## src/core/gpio_defines.vh

```
// Constants for the eight-port general-purpose I/O block.
`ifndef GPIO_DEFINES_VH
`define GPIO_DEFINES_VH
`define PORT_W 8
`define NUM_PORTS 8
`define INPUT_PORT_IDX 2
`define RT_PORT_IDX 0
`define RT_NIBBLE_W 4
`define NO_PULLUP_PORT_IDX 7
`define PULLUP_GROUP_LSB 2
`define LATCH_RESET 8'h00
`define DIR_RESET 8'hff
`define RT_TRIG_TIMER 2'h1
`define RT_TRIG_EXT 2'h2
`endif

```

## src/core/multi_port_gpio.v

```verilog
// Eight 8-bit general-purpose ports with pull-ups and real-time nibbles.
// Notes on behaviour
// - Every bit of bidirectional ports has its own direction select.
// - Input-only port never drives; one pull-up setting covers its top six pins.
// - Port pull-up setting enables pull-ups only on pins in input mode.
// - Port zero offers two independent 4-bit real-time output nibbles.
// - Ports zero to six have pull-up options; port seven has none.
// - Real-time nibble buffer copies into port zero latch on a trigger in a cycle without a software write to it.
`timescale 1ns/100ps
`include "gpio_defines.vh"
module multi_port_gpio #(
  parameter W = `PORT_W,
  parameter N = `NUM_PORTS
) (
  input wire core_clk_i,
  input wire reset_i,
  input wire [N*W-1:0] latch_wdata_i,
  input wire [N-1:0] latch_we_i,
  input wire [N*W-1:0] dir_in_i,
  input wire [N-1:0] pullup_sel_i,
  input wire [W-1:0] rt_buffer_i,
  input wire [1:0] rt_low_trig_sel_i,
  input wire [1:0] rt_high_trig_sel_i,
  input wire timer1_match_i,
  input wire ext_trig_i,
  input wire [N*W-1:0] pin_i,
  output wire [N*W-1:0] pin_o,
  output wire [N*W-1:0] pin_oe_n_o,
  output wire [N*W-1:0] pullup_en_o,
  output wire [N*W-1:0] read_data_o
);
  // Fixed port roles; widths and the port count stay parameters.
  localparam IN_PORT = `INPUT_PORT_IDX;
  localparam NO_PU_PORT = `NO_PULLUP_PORT_IDX;
  localparam RT_PORT = `RT_PORT_IDX;
  localparam NIB = `RT_NIBBLE_W;
  localparam PU_LSB = `PULLUP_GROUP_LSB;

  reg ext_s1;
  reg ext_s2;
  reg ext_s3;
  reg ext_level;
  reg ext_prev;
  wire ext_rise;
  reg fire_low;
  reg fire_high;

  // The trigger pin is asynchronous and passes three flip-flops.
  always @(posedge core_clk_i) begin
    if (reset_i) begin
      ext_s1 <= 1'h0;
      ext_s2 <= 1'h0;
      ext_s3 <= 1'h0;
    end else begin
      ext_s1 <= ext_trig_i;
      ext_s2 <= ext_s1;
      ext_s3 <= ext_s2;
    end
  end

  // A new level counts only once the last two stages agree, so a pulse of
  // a single clock never reaches the edge detector.
  always @(posedge core_clk_i) begin
    if (reset_i) begin
      ext_level <= 1'h0;
      ext_prev <= 1'h0;
    end else begin
      if (ext_s2 == ext_s3) begin
        ext_level <= ext_s3;
      end
      ext_prev <= ext_level;
    end
  end

  // Both detector stages reset low, the idle level of the trigger pin. A pin
  // that is already high when reset ends therefore counts as one edge.
  assign ext_rise = ext_level & ~ext_prev;

  // Trigger select for the low nibble; codes 0 and 3 leave it as plain I/O.
  always @* begin
    case (rt_low_trig_sel_i)
      `RT_TRIG_TIMER: begin
        fire_low = timer1_match_i;
      end
      `RT_TRIG_EXT: begin
        fire_low = ext_rise;
      end
      default: begin
        fire_low = 1'h0;
      end
    endcase
  end

  // The high nibble has its own select, so both halves run independently.
  always @* begin
    case (rt_high_trig_sel_i)
      `RT_TRIG_TIMER: begin
        fire_high = timer1_match_i;
      end
      `RT_TRIG_EXT: begin
        fire_high = ext_rise;
      end
      default: begin
        fire_high = 1'h0;
      end
    endcase
  end

  // One slice per port: latch, direction, pin filter and read-back.
  genvar p;
  generate
    for (p = 0; p < N; p = p + 1) begin : g_port
      // Per-port state.
      reg [W-1:0] latch;
      reg [W-1:0] next_latch;
      reg [W-1:0] dir_in;
      reg [W-1:0] sync1;
      reg [W-1:0] sync2;
      reg [W-1:0] sync3;
      reg [W-1:0] level;
      reg [W-1:0] drive;
      reg [W-1:0] rdata;

      // A set direction bit makes the pin an input.
      always @(posedge core_clk_i) begin
        if (reset_i) begin
          dir_in <= `DIR_RESET;
        end else if (p == IN_PORT) begin
          dir_in <= {W{1'h1}};
        end else begin
          dir_in <= dir_in_i[p*W +: W];
        end
      end

      if (p == RT_PORT) begin : g_rt
        // A software write wins over a real-time copy in the same cycle and
        // the copy is lost; software should leave the latch alone while armed.
        always @* begin
          next_latch = latch;
          if (latch_we_i[p]) begin
            next_latch = latch_wdata_i[p*W +: W];
          end else begin
            if (fire_low) begin
              next_latch[NIB-1:0] = rt_buffer_i[NIB-1:0];
            end
            if (fire_high) begin
              next_latch[W-1:NIB] = rt_buffer_i[W-1:NIB];
            end
          end
        end
      end else begin : g_plain
        always @* begin
          next_latch = latch;
          if (latch_we_i[p]) begin
            next_latch = latch_wdata_i[p*W +: W];
          end
        end
      end

      always @(posedge core_clk_i) begin
        if (reset_i) begin
          latch <= `LATCH_RESET;
        end else begin
          latch <= next_latch;
        end
      end

      // Pin levels pass three flip-flops before any use.
      always @(posedge core_clk_i) begin
        if (reset_i) begin
          sync1 <= {W{1'h0}};
          sync2 <= {W{1'h0}};
          sync3 <= {W{1'h0}};
        end else begin
          sync1 <= pin_i[p*W +: W];
          sync2 <= sync1;
          sync3 <= sync2;
        end
      end

      // Each bit takes a new level once the last two stages agree, and holds
      // its old one while they differ.
      always @(posedge core_clk_i) begin
        if (reset_i) begin
          level <= {W{1'h0}};
        end else begin
          level <= (~(sync2 ^ sync3) & sync3) | ((sync2 ^ sync3) & level);
        end
      end

      // The pin follows the latch one clock late, the price of a registered
      // output. Input bits read the filtered pin, output bits their latch.
      always @(posedge core_clk_i) begin
        if (reset_i) begin
          drive <= {W{1'h0}};
          rdata <= {W{1'h0}};
        end else begin
          drive <= latch;
          rdata <= (dir_in & level) | (~dir_in & latch);
        end
      end

      assign pin_o[p*W +: W] = drive;
      assign read_data_o[p*W +: W] = rdata;

      if (p == IN_PORT) begin : g_in_only
        // Writes to this port are kept in its latch but never reach a pin.
        assign pin_oe_n_o[p*W +: W] = {W{1'h1}};
        assign pullup_en_o[p*W +: W] =
          {{(W-PU_LSB){pullup_sel_i[p]}}, {PU_LSB{1'h0}}};
      end else if (p == NO_PU_PORT) begin : g_no_pu
        assign pin_oe_n_o[p*W +: W] = dir_in;
        assign pullup_en_o[p*W +: W] = {W{1'h0}};
      end else begin : g_bidir
        assign pin_oe_n_o[p*W +: W] = dir_in;
        assign pullup_en_o[p*W +: W] = dir_in & {W{pullup_sel_i[p]}};
      end
    end
  endgenerate
endmodule

```

## config.mk

```make
export PLATFORM = sky130hd
export DESIGN_NAME = multi_port_gpio
export DESIGN_NICKNAME = d
export VERILOG_FILES = /design/src/core/multi_port_gpio.v
export VERILOG_INCLUDE_DIRS = /design/src /design/src/core
export SDC_FILE = /design/constraint.sdc
export NUM_CORES = 1
export LEC_CHECK = 0
export BUFFER_PORTS_ARGS = -buffer_cell sky130_fd_sc_hd__clkbuf_2
export CAP_MARGIN = 15
export CORE_MARGIN = 2
export CORE_UTILIZATION = 30
export CTS_CLUSTER_SIZE = 24
export DETAILED_ROUTE_END_ITERATION = 10
export GPL_ROUTABILITY_DRIVEN = 0
export SETUP_SLACK_MARGIN = 0.3
export SLEW_MARGIN = 20
export SYNTH_ARGS = -nofsm -noshare
export SYNTH_HDL_FRONTEND = slang
export SYNTH_SLANG_ARGS = --single-unit
```

## constraint.sdc

```tcl
create_clock -name core_clk_i -period 1.49 [get_ports core_clk_i]
set_clock_uncertainty 0.15 [all_clocks]
set_input_delay 0.149 -clock core_clk_i [delete_from_list [all_inputs] [get_ports core_clk_i]]
set_output_delay 0.149 -clock core_clk_i [all_outputs]
set_load 0.005 [all_outputs]
```

* Word-level counts from Yosys, hierarchy flattened *
Index checks and enable logic that the tools add are counted.

cells by class
  equal/unequal tests = 5
  mux-type cells = 5
  bitwise logic cells = 76
  reduce and logical (&&, ||, !) cells = 2

operators with widths
  cell                                                              count
  8-bit bitwise AND                                                 36
  8-bit inverter                                                    15
  8-bit bitwise OR                                                  15
  8-bit XOR                                                         8
  4-bit 2-to-1 mux                                                  2
  8-bit 2-to-1 mux                                                  1
  2-bit by 1-bit == test with 1-bit output (second input constant)  2
  2-bit == test (second input constant)                             2
  1-bit case mux with 2 select lines                                2
  2-bit nonzero test                                                2
  1-bit bitwise AND                                                 1
  1-bit == test                                                     1
  1-bit inverter                                                    1

storage, ports and cells
  register bits after elaboration = 509
  bits of input ports = 224
  word-level logic and storage cells = 157

* Logic depth before layout (Yosys ltp) *
Gate-level depths: netlist of run 1.

  word-level depth = 5
  depth in mapped cells = 5

* Least setup slack after synthesis of run 1 *
No wires, ideal clock.

  path kind = input-to-reg
  from = in rt_low_trig_sel_i[0]
  to = reg g_port[0].latch[0]
  arrival = 1.112 ns
  slack = 0.136 ns
  cell stages on the path = 5
  path buffers = 0
  path through = inv_1 > ha_1 > nand3b_1 > and3_1 > nor4_1

on the way
  longest elaborated chain between the ends = 3
  elaborated cells on any way between the ends = 4
  those cells by class = eq/ne (2); mux (1); reduce/logical (1)

ends and longest elaborated chain
  item                                                                              RTL line               text
  start, declared                                                                   multi_port_gpio.v:22   input wire [1:0] rt_low_trig_sel_i,
  2-bit == test / 2-bit by 1-bit == test with 1-bit output (equally long branches)  multi_port_gpio.v:81   case (rt_low_trig_sel_i)
  1-bit case mux with 2 select lines *                                              multi_port_gpio.v:81
  2-bit nonzero test (no line) *                                                    n/a
  end signal, assigned                                                              multi_port_gpio.v:162  latch <= `LATCH_RESET;
  end signal, assigned                                                              multi_port_gpio.v:164  latch <= next_latch;
  end, declared                                                                     multi_port_gpio.v:114  reg [W-1:0] latch;

Mark *: on every way between the ends. The rest lies on a longest branch, timed or not.
A chain may end at the register's enable or synchronous reset.

* Worst setup path after layout of run 1 *
  from = reg g_port[3].dir_in[5]
  to = out pullup_en_o[29]

on the way
  longest elaborated chain between the ends = 1

ends and longest elaborated chain
  item                    RTL line               text
  start, declared         multi_port_gpio.v:116  reg [W-1:0] dir_in;
  start signal, assigned  multi_port_gpio.v:127  dir_in <= `DIR_RESET;
  start signal, assigned  multi_port_gpio.v:129  dir_in <= {W{1'h1}};
  start signal, assigned  multi_port_gpio.v:131  dir_in <= dir_in_i[p*W +: W];
  8-bit bitwise AND       multi_port_gpio.v:216  assign pullup_en_o[p*W +: W] = dir_in & {W{pullup_sel_i[p]}};
  end, declared           multi_port_gpio.v:29   output wire [N*W-1:0] pullup_en_o,

Every way passes these cells.

==> results of run 1 <==
==> placed cells by master (no fill, tap or decap), types with 36 or more instances in the layout <==
cell           netlist  layout
or2_1               36      36
dfxtp_1            509     374
a21oi_1             65      65
buf_6                0     131
clkbuf_16            0      53
clkbuf_2             1     290
buf_4               24      85
dfxtp_2              0     115
nand2_1             65      65
nor2b_1            275     275
nor2_1             120     120
and2_4               0      44
o21ai_0             65      65
mux2i_1            112     111
buf_2               33      45
dlygate4sd3_1        0     225
==> final timing paths <==
check        depth (start not counted)                           start                              end  slack [ps]
min reg2reg                          1   g_port[6].sync1[3]$_SDFF_PP0_    g_port[6].sync2[3]$_SDFF_PP0_         270
max                                  2  g_port[3].dir_in[5]$_SDFF_PP1_                  pullup_en_o[29]         -30
max reg2reg                          6  g_port[1].dir_in[7]$_SDFF_PP1_    g_port[1].rdata[7]$_SDFF_PP0_         210
min                                  3                         reset_i  g_port[1].latch[7]$_SDFFE_PP0P_        -120
==> cell usage after synthesis, drive strengths merged (4+ instances only) <==
master and count:
a211oi 8, inv 4, clkbuf 33, o21ai 65
dfxtp 509, mux2i 112, buf 57, or2 56
ha 4, nor4 8, and2 48, a21oi 65
nor2b 276, nor2 120, nand2 65, and3 8
==> routing by layer <==
metal  track usage  vias up  share of wire
li1              -     6142              -
met1         0.151     5713           0.38
met2         0.252      416           0.50
met3        0.0414      117          0.070
met4        0.0645        0          0.042
met5             0        -              0
==> timing repair <==
action                                 in CTS  in global routing
buffers inserted                           69                 24
endpoints found under the hold margin     284                121
pin swaps                                  18                  7
setup endpoints to repair                 240                251
resized for setup                         166                289
==> power groups by stage <==
stage / Combinational [mW] / Clock (mW) / Sequential [mW]
floorplan: 0.844 / 0 / 14.6
global placement: 1.53 / 0 / 14.7
detailed placement: 1.56 / 0 / 14.7
CTS: 2.31 / 13.4 / 14.4
global route: 2.82 / 13.9 / 14.5
finish: 2.60 / 13.0 / 14.4
==> area by class of cell <==
class,count,area (sq um),area share
Timing Repair Buffer,789,6270,0.253
Clock buffer,72,1520,0.0613
Antenna cell,1,2.50,0.000101
Tap cell,688,861,0.0348
Inverter,4,22.5,0.000910
Multi-Input combinational cell,857,5440,0.220
Sequential cell,509,10400,0.421
Clock inverter,24,218,0.00880
==> logic make-up after synthesis <==
group,count (synthesis),synth area share
and+or+nand+nor,585,0.205
adders and majority gates,4,0.00317
DFF,509,0.645
buffers and inverters,94,0.0307
AOI/OAI and AO/OA,138,0.0450
other,2,0.000475
muxes,112,0.0709
==> critical path: stages, from the launching register on <==
cell	delay, ps
dfxtp_4	380
and2_4	160
buf_6	100
==> stage by stage <==
| step | total power [mW] | TNS [ps] | setup WS, ps |
|---|---|---|---|
| 2_1_floorplan | 15.5 | 0 | 282 |
| 3_3_place_gp | 16.2 | 0 | 22.8 |
| 3_5_place_dp | 16.3 | -124 | -81.5 |
| 4_1_cts | 30.0 | -857 | -49.7 |
| 5_1_grt | 31.2 | -1640 | -78.3 |
| 6_report | 30.0 | -91.1 | -29.5 |
==> metrics, run 1 <==
DRT Pass-1 Iters 4; Routed WL per cell 14.4 um; Clock Power Share 0.432; FILL cells 4589; initial drt markers 420; vias in the first global route 12205; Switching Share 0.219; Yosys top cell area share 0.645; final net count 2441; Hold Path Class in -> reg; placement row count 84; CP Data Required Time 1190 ps; H-tree levels 2; Placed Cells 2529; sequential share of power 0.481; Final period util 1.02; Detailed Route WL 42300 um; Synth async-reset ratio 0; total die area 54500 sq um; Comb power frac 0.087; Sw Pwr 6.56 mW; Period minus WS final 1520 ps; CORE AREA 52300 sq um; Ys Warns 0; Mapped Area 15800 sq um; worst setup margin -29.5 ps; cts bufs inserted 52; worst skew pair latency 580 ps; Syn-to-layout area delta 56.5%; crit start category flip-flop; CTS max path bufs 3; Worst-Margin Slew 528 ps; antenna violations before repair 1; Sink Count 509; Util after Layout 0.473; WS Path Type reg -> out; final non-filler cell total 2944; via count 12388; DRC viols 0; critical-path maximum fanout 3; Vias/cell 4.21; GRT Total Usage 0.140; Area contributors post-synth dfxtp_1 64%, nor2b_1 11%, mux2i_1 7.1%; first-pass GRT wire length 61300 um; die width 234 um; max cap viols 0; root buffer cell clkbuf_16; main flop type after synthesis dfxtp_1; failing checks hold timing, setup timing; Post-synth EDFFs 0; RSZ-0062 raised after global routing yes; Reg clk slew, reported paths 60 ps; WHS -117 ps; peak supply drop 0.000827 V; Setup crit end kind output port; cts hold-fix bufs 235; largest net degree at the start of global routing 87; post-synthesis sequential area ratio 0.645; DP Area 18800 sq um; outcome finished with violations; Leakage 11.0 nW; slew margin rel. 0.648; chip height 234 um; Fmax 658 MHz; count of final setup violators 8; IO Port Bufs 445; grt ovf 0; Max Slew Vio Count 0; Final Hold Fails 103; synthesized flop and latch total 509; hpwl dp 26100 um; design internal power 23.4 mW; cells after synthesis 1444; effective utilization at floorplan 0.302; IO Pins 480; layout cells sized above 1 0.390; remaining antenna violation count after routing 0; Final Cell Area 24700 sq um; Synth area leader dfxtp_1; pwr/cell area 1210 nW/um^2; Syn Area/Cell 10.9 sq um; post-synth cell types 23; data arrival time of the worst path 1220 ps; CTS tree built
Power figures use the tool's default switching activity.
==> run 2: changes to the inputs <==
Settings changed: CORE_UTILIZATION 30 to 25.
Clock period 1.49 ns to 1.9 ns, I/O delays scaled along.
==> metrics, run 2 (same netlist as run 1, synthesis figures left out) <==
via count 12176; RSZ-0062 raised after global routing yes; FILL cells 6077; worst skew pair latency 580 ps; grt ovf 0; CP Data Required Time 1560 ps; Comb power frac 0.075; most frequent cells in the layout 461 x dfxtp_1, 443 x clkbuf_2, 275 x nor2b_1, 261 x dlygate4sd3_1, 120 x nor2_1; Setup TNS Final 0 ps; CTS tree built; Max Slew Vio Count 0; antenna violations before repair 2; Util after Layout 0.377; Routed WL per cell 13.4 um; most common cell after layout, fill and taps aside dfxtp_1; count of final setup violators 0; Final period util 0.828; CORE AREA 62900 sq um; Sink Count 509; root buffer cell clkbuf_16; max cap viols 0; CTS max path bufs 3; sequential share of power 0.479; CP top delay family flip-flops; hpwl dp 27200 um; Period minus WS final 1570 ps; Placed Cells 2688; remaining antenna violation count after routing 0; Hold Path Class in -> reg; design internal power 18.4 mW; Final Hold Fails 0; outcome finished clean; placement row count 92; pwr/cell area 995 nW/um^2; Buffers & Inverters on Critical Path 1; pre-CTS WS 237 ps; Vias/cell 3.97; final non-filler cell total 3065; Leakage 10.4 nW; cts bufs inserted 54; first-pass GRT wire length 64200 um; chip height 255 um; Critical Path Max Stage Delay 370 ps; GRT Total Usage 0.121; IO Pins 480; final net count 2404; Syn-to-layout area delta 49.8%; crit path cell chain and2_1 -> clkbuf_2; DRC viols 0; Detailed Route WL 41100 um; total die area 65300 sq um; Setup crit end kind output port; effective utilization at floorplan 0.252; Switching Share 0.221; peak supply drop 0.000625 V; Sw Pwr 5.20 mW; worst setup margin 328 ps; WS Path Type reg -> out; layout cells sized above 1 0.295; crit start category flip-flop; Max stage delay cell, worst path dfxtp_2; Clock Power Share 0.445; die width 255 um; largest net degree at the start of global routing 46; Fmax 636 MHz; critical-path maximum fanout 3; vias in the first global route 12494; Reg clk slew, reported paths 60 ps; initial drt markers 325; H-tree levels 2; ANT cells 0; IO Port Bufs 445; DRT Pass-1 Iters 4; data arrival time of the worst path 1230 ps
## run 2: worst paths after layout
check / start / endpoint / slack (ps) / depth (start not counted)
hold reg to reg: g_port[4].sync1[4]$_SDFF_PP0_ / g_port[4].sync2[4]$_SDFF_PP0_ / 280 / 1
setup / recovery: g_port[3].dir_in[0]$_SDFF_PP1_ / pullup_en_o[24] / 330 / 2
setup reg to reg: g_port[0].dir_in[5]$_SDFF_PP1_ / g_port[0].rdata[5]$_SDFF_PP0_ / 480 / 3
hold / removal: timer1_match_i / g_port[0].latch[4]$_SDFFE_PP0P_ / 60 / 4
## run 2: worst reg2reg max path: cells and delay by family, from the launching register on
family                 cells  cell delay (ps)
and+or+nand+nor            1               60
buffers and inverters      1              570
muxes                      1              180
DFF                        1              350
## run 2: final cells by class
type / count / area (sq um) / share of cell area
sequential: 509 / 10300 / 0.434
timing repair buffer: 750 / 5320 / 0.225
multi-input combinational: 857 / 5210 / 0.220
clock buffer: 78 / 1580 / 0.0668
tap: 846 / 1060 / 0.0447
clock inverter: 21 / 219 / 0.00925
inverter: 4 / 15.0 / 0.000634
## run 2: timing repair
item / CTS / global route
hold buffers: 262 / 0
endpoints found under the setup margin: 32 / 32
buffers inserted: 5 / 11
resized for setup: 38 / 31
endpoints found under the hold margin: 221 / 0
## run 2: layer usage
| layer | GRT usage | share of wire | vias up |
|---|---|---|---|
| met3 | 0.0373 | 0.067 | 94 |
| met2 | 0.213 | 0.48 | 407 |
| met5 | 0 | 0.00029 | - |
| met4 | 0.0543 | 0.038 | 2 |
| li1 | - | - | 6073 |
| met1 | 0.134 | 0.41 | 5600 |
## run 2: power groups by stage
stage	sequential, mW	clock (mW)	combinational [mW]
finish	11.3	10.5	1.77
global route	11.3	11.2	1.93
CTS	11.3	10.8	1.74
detailed placement	11.5	0	1.23
global placement	11.5	0	1.21
floorplan	11.5	0	0.658
## run 2: per-stage QoR
step | hold WS [ps] | instance area [sq um] | power (mW)
CTS | 3.45 | 23500 | 23.9
global placement | 218 | 19000 | 12.7
floorplan | 137 | 15900 | 12.1
detailed placement | 220 | 19000 | 12.8
finish | 62.9 | 23700 | 23.5
global route | 57.0 | 23700 | 24.5
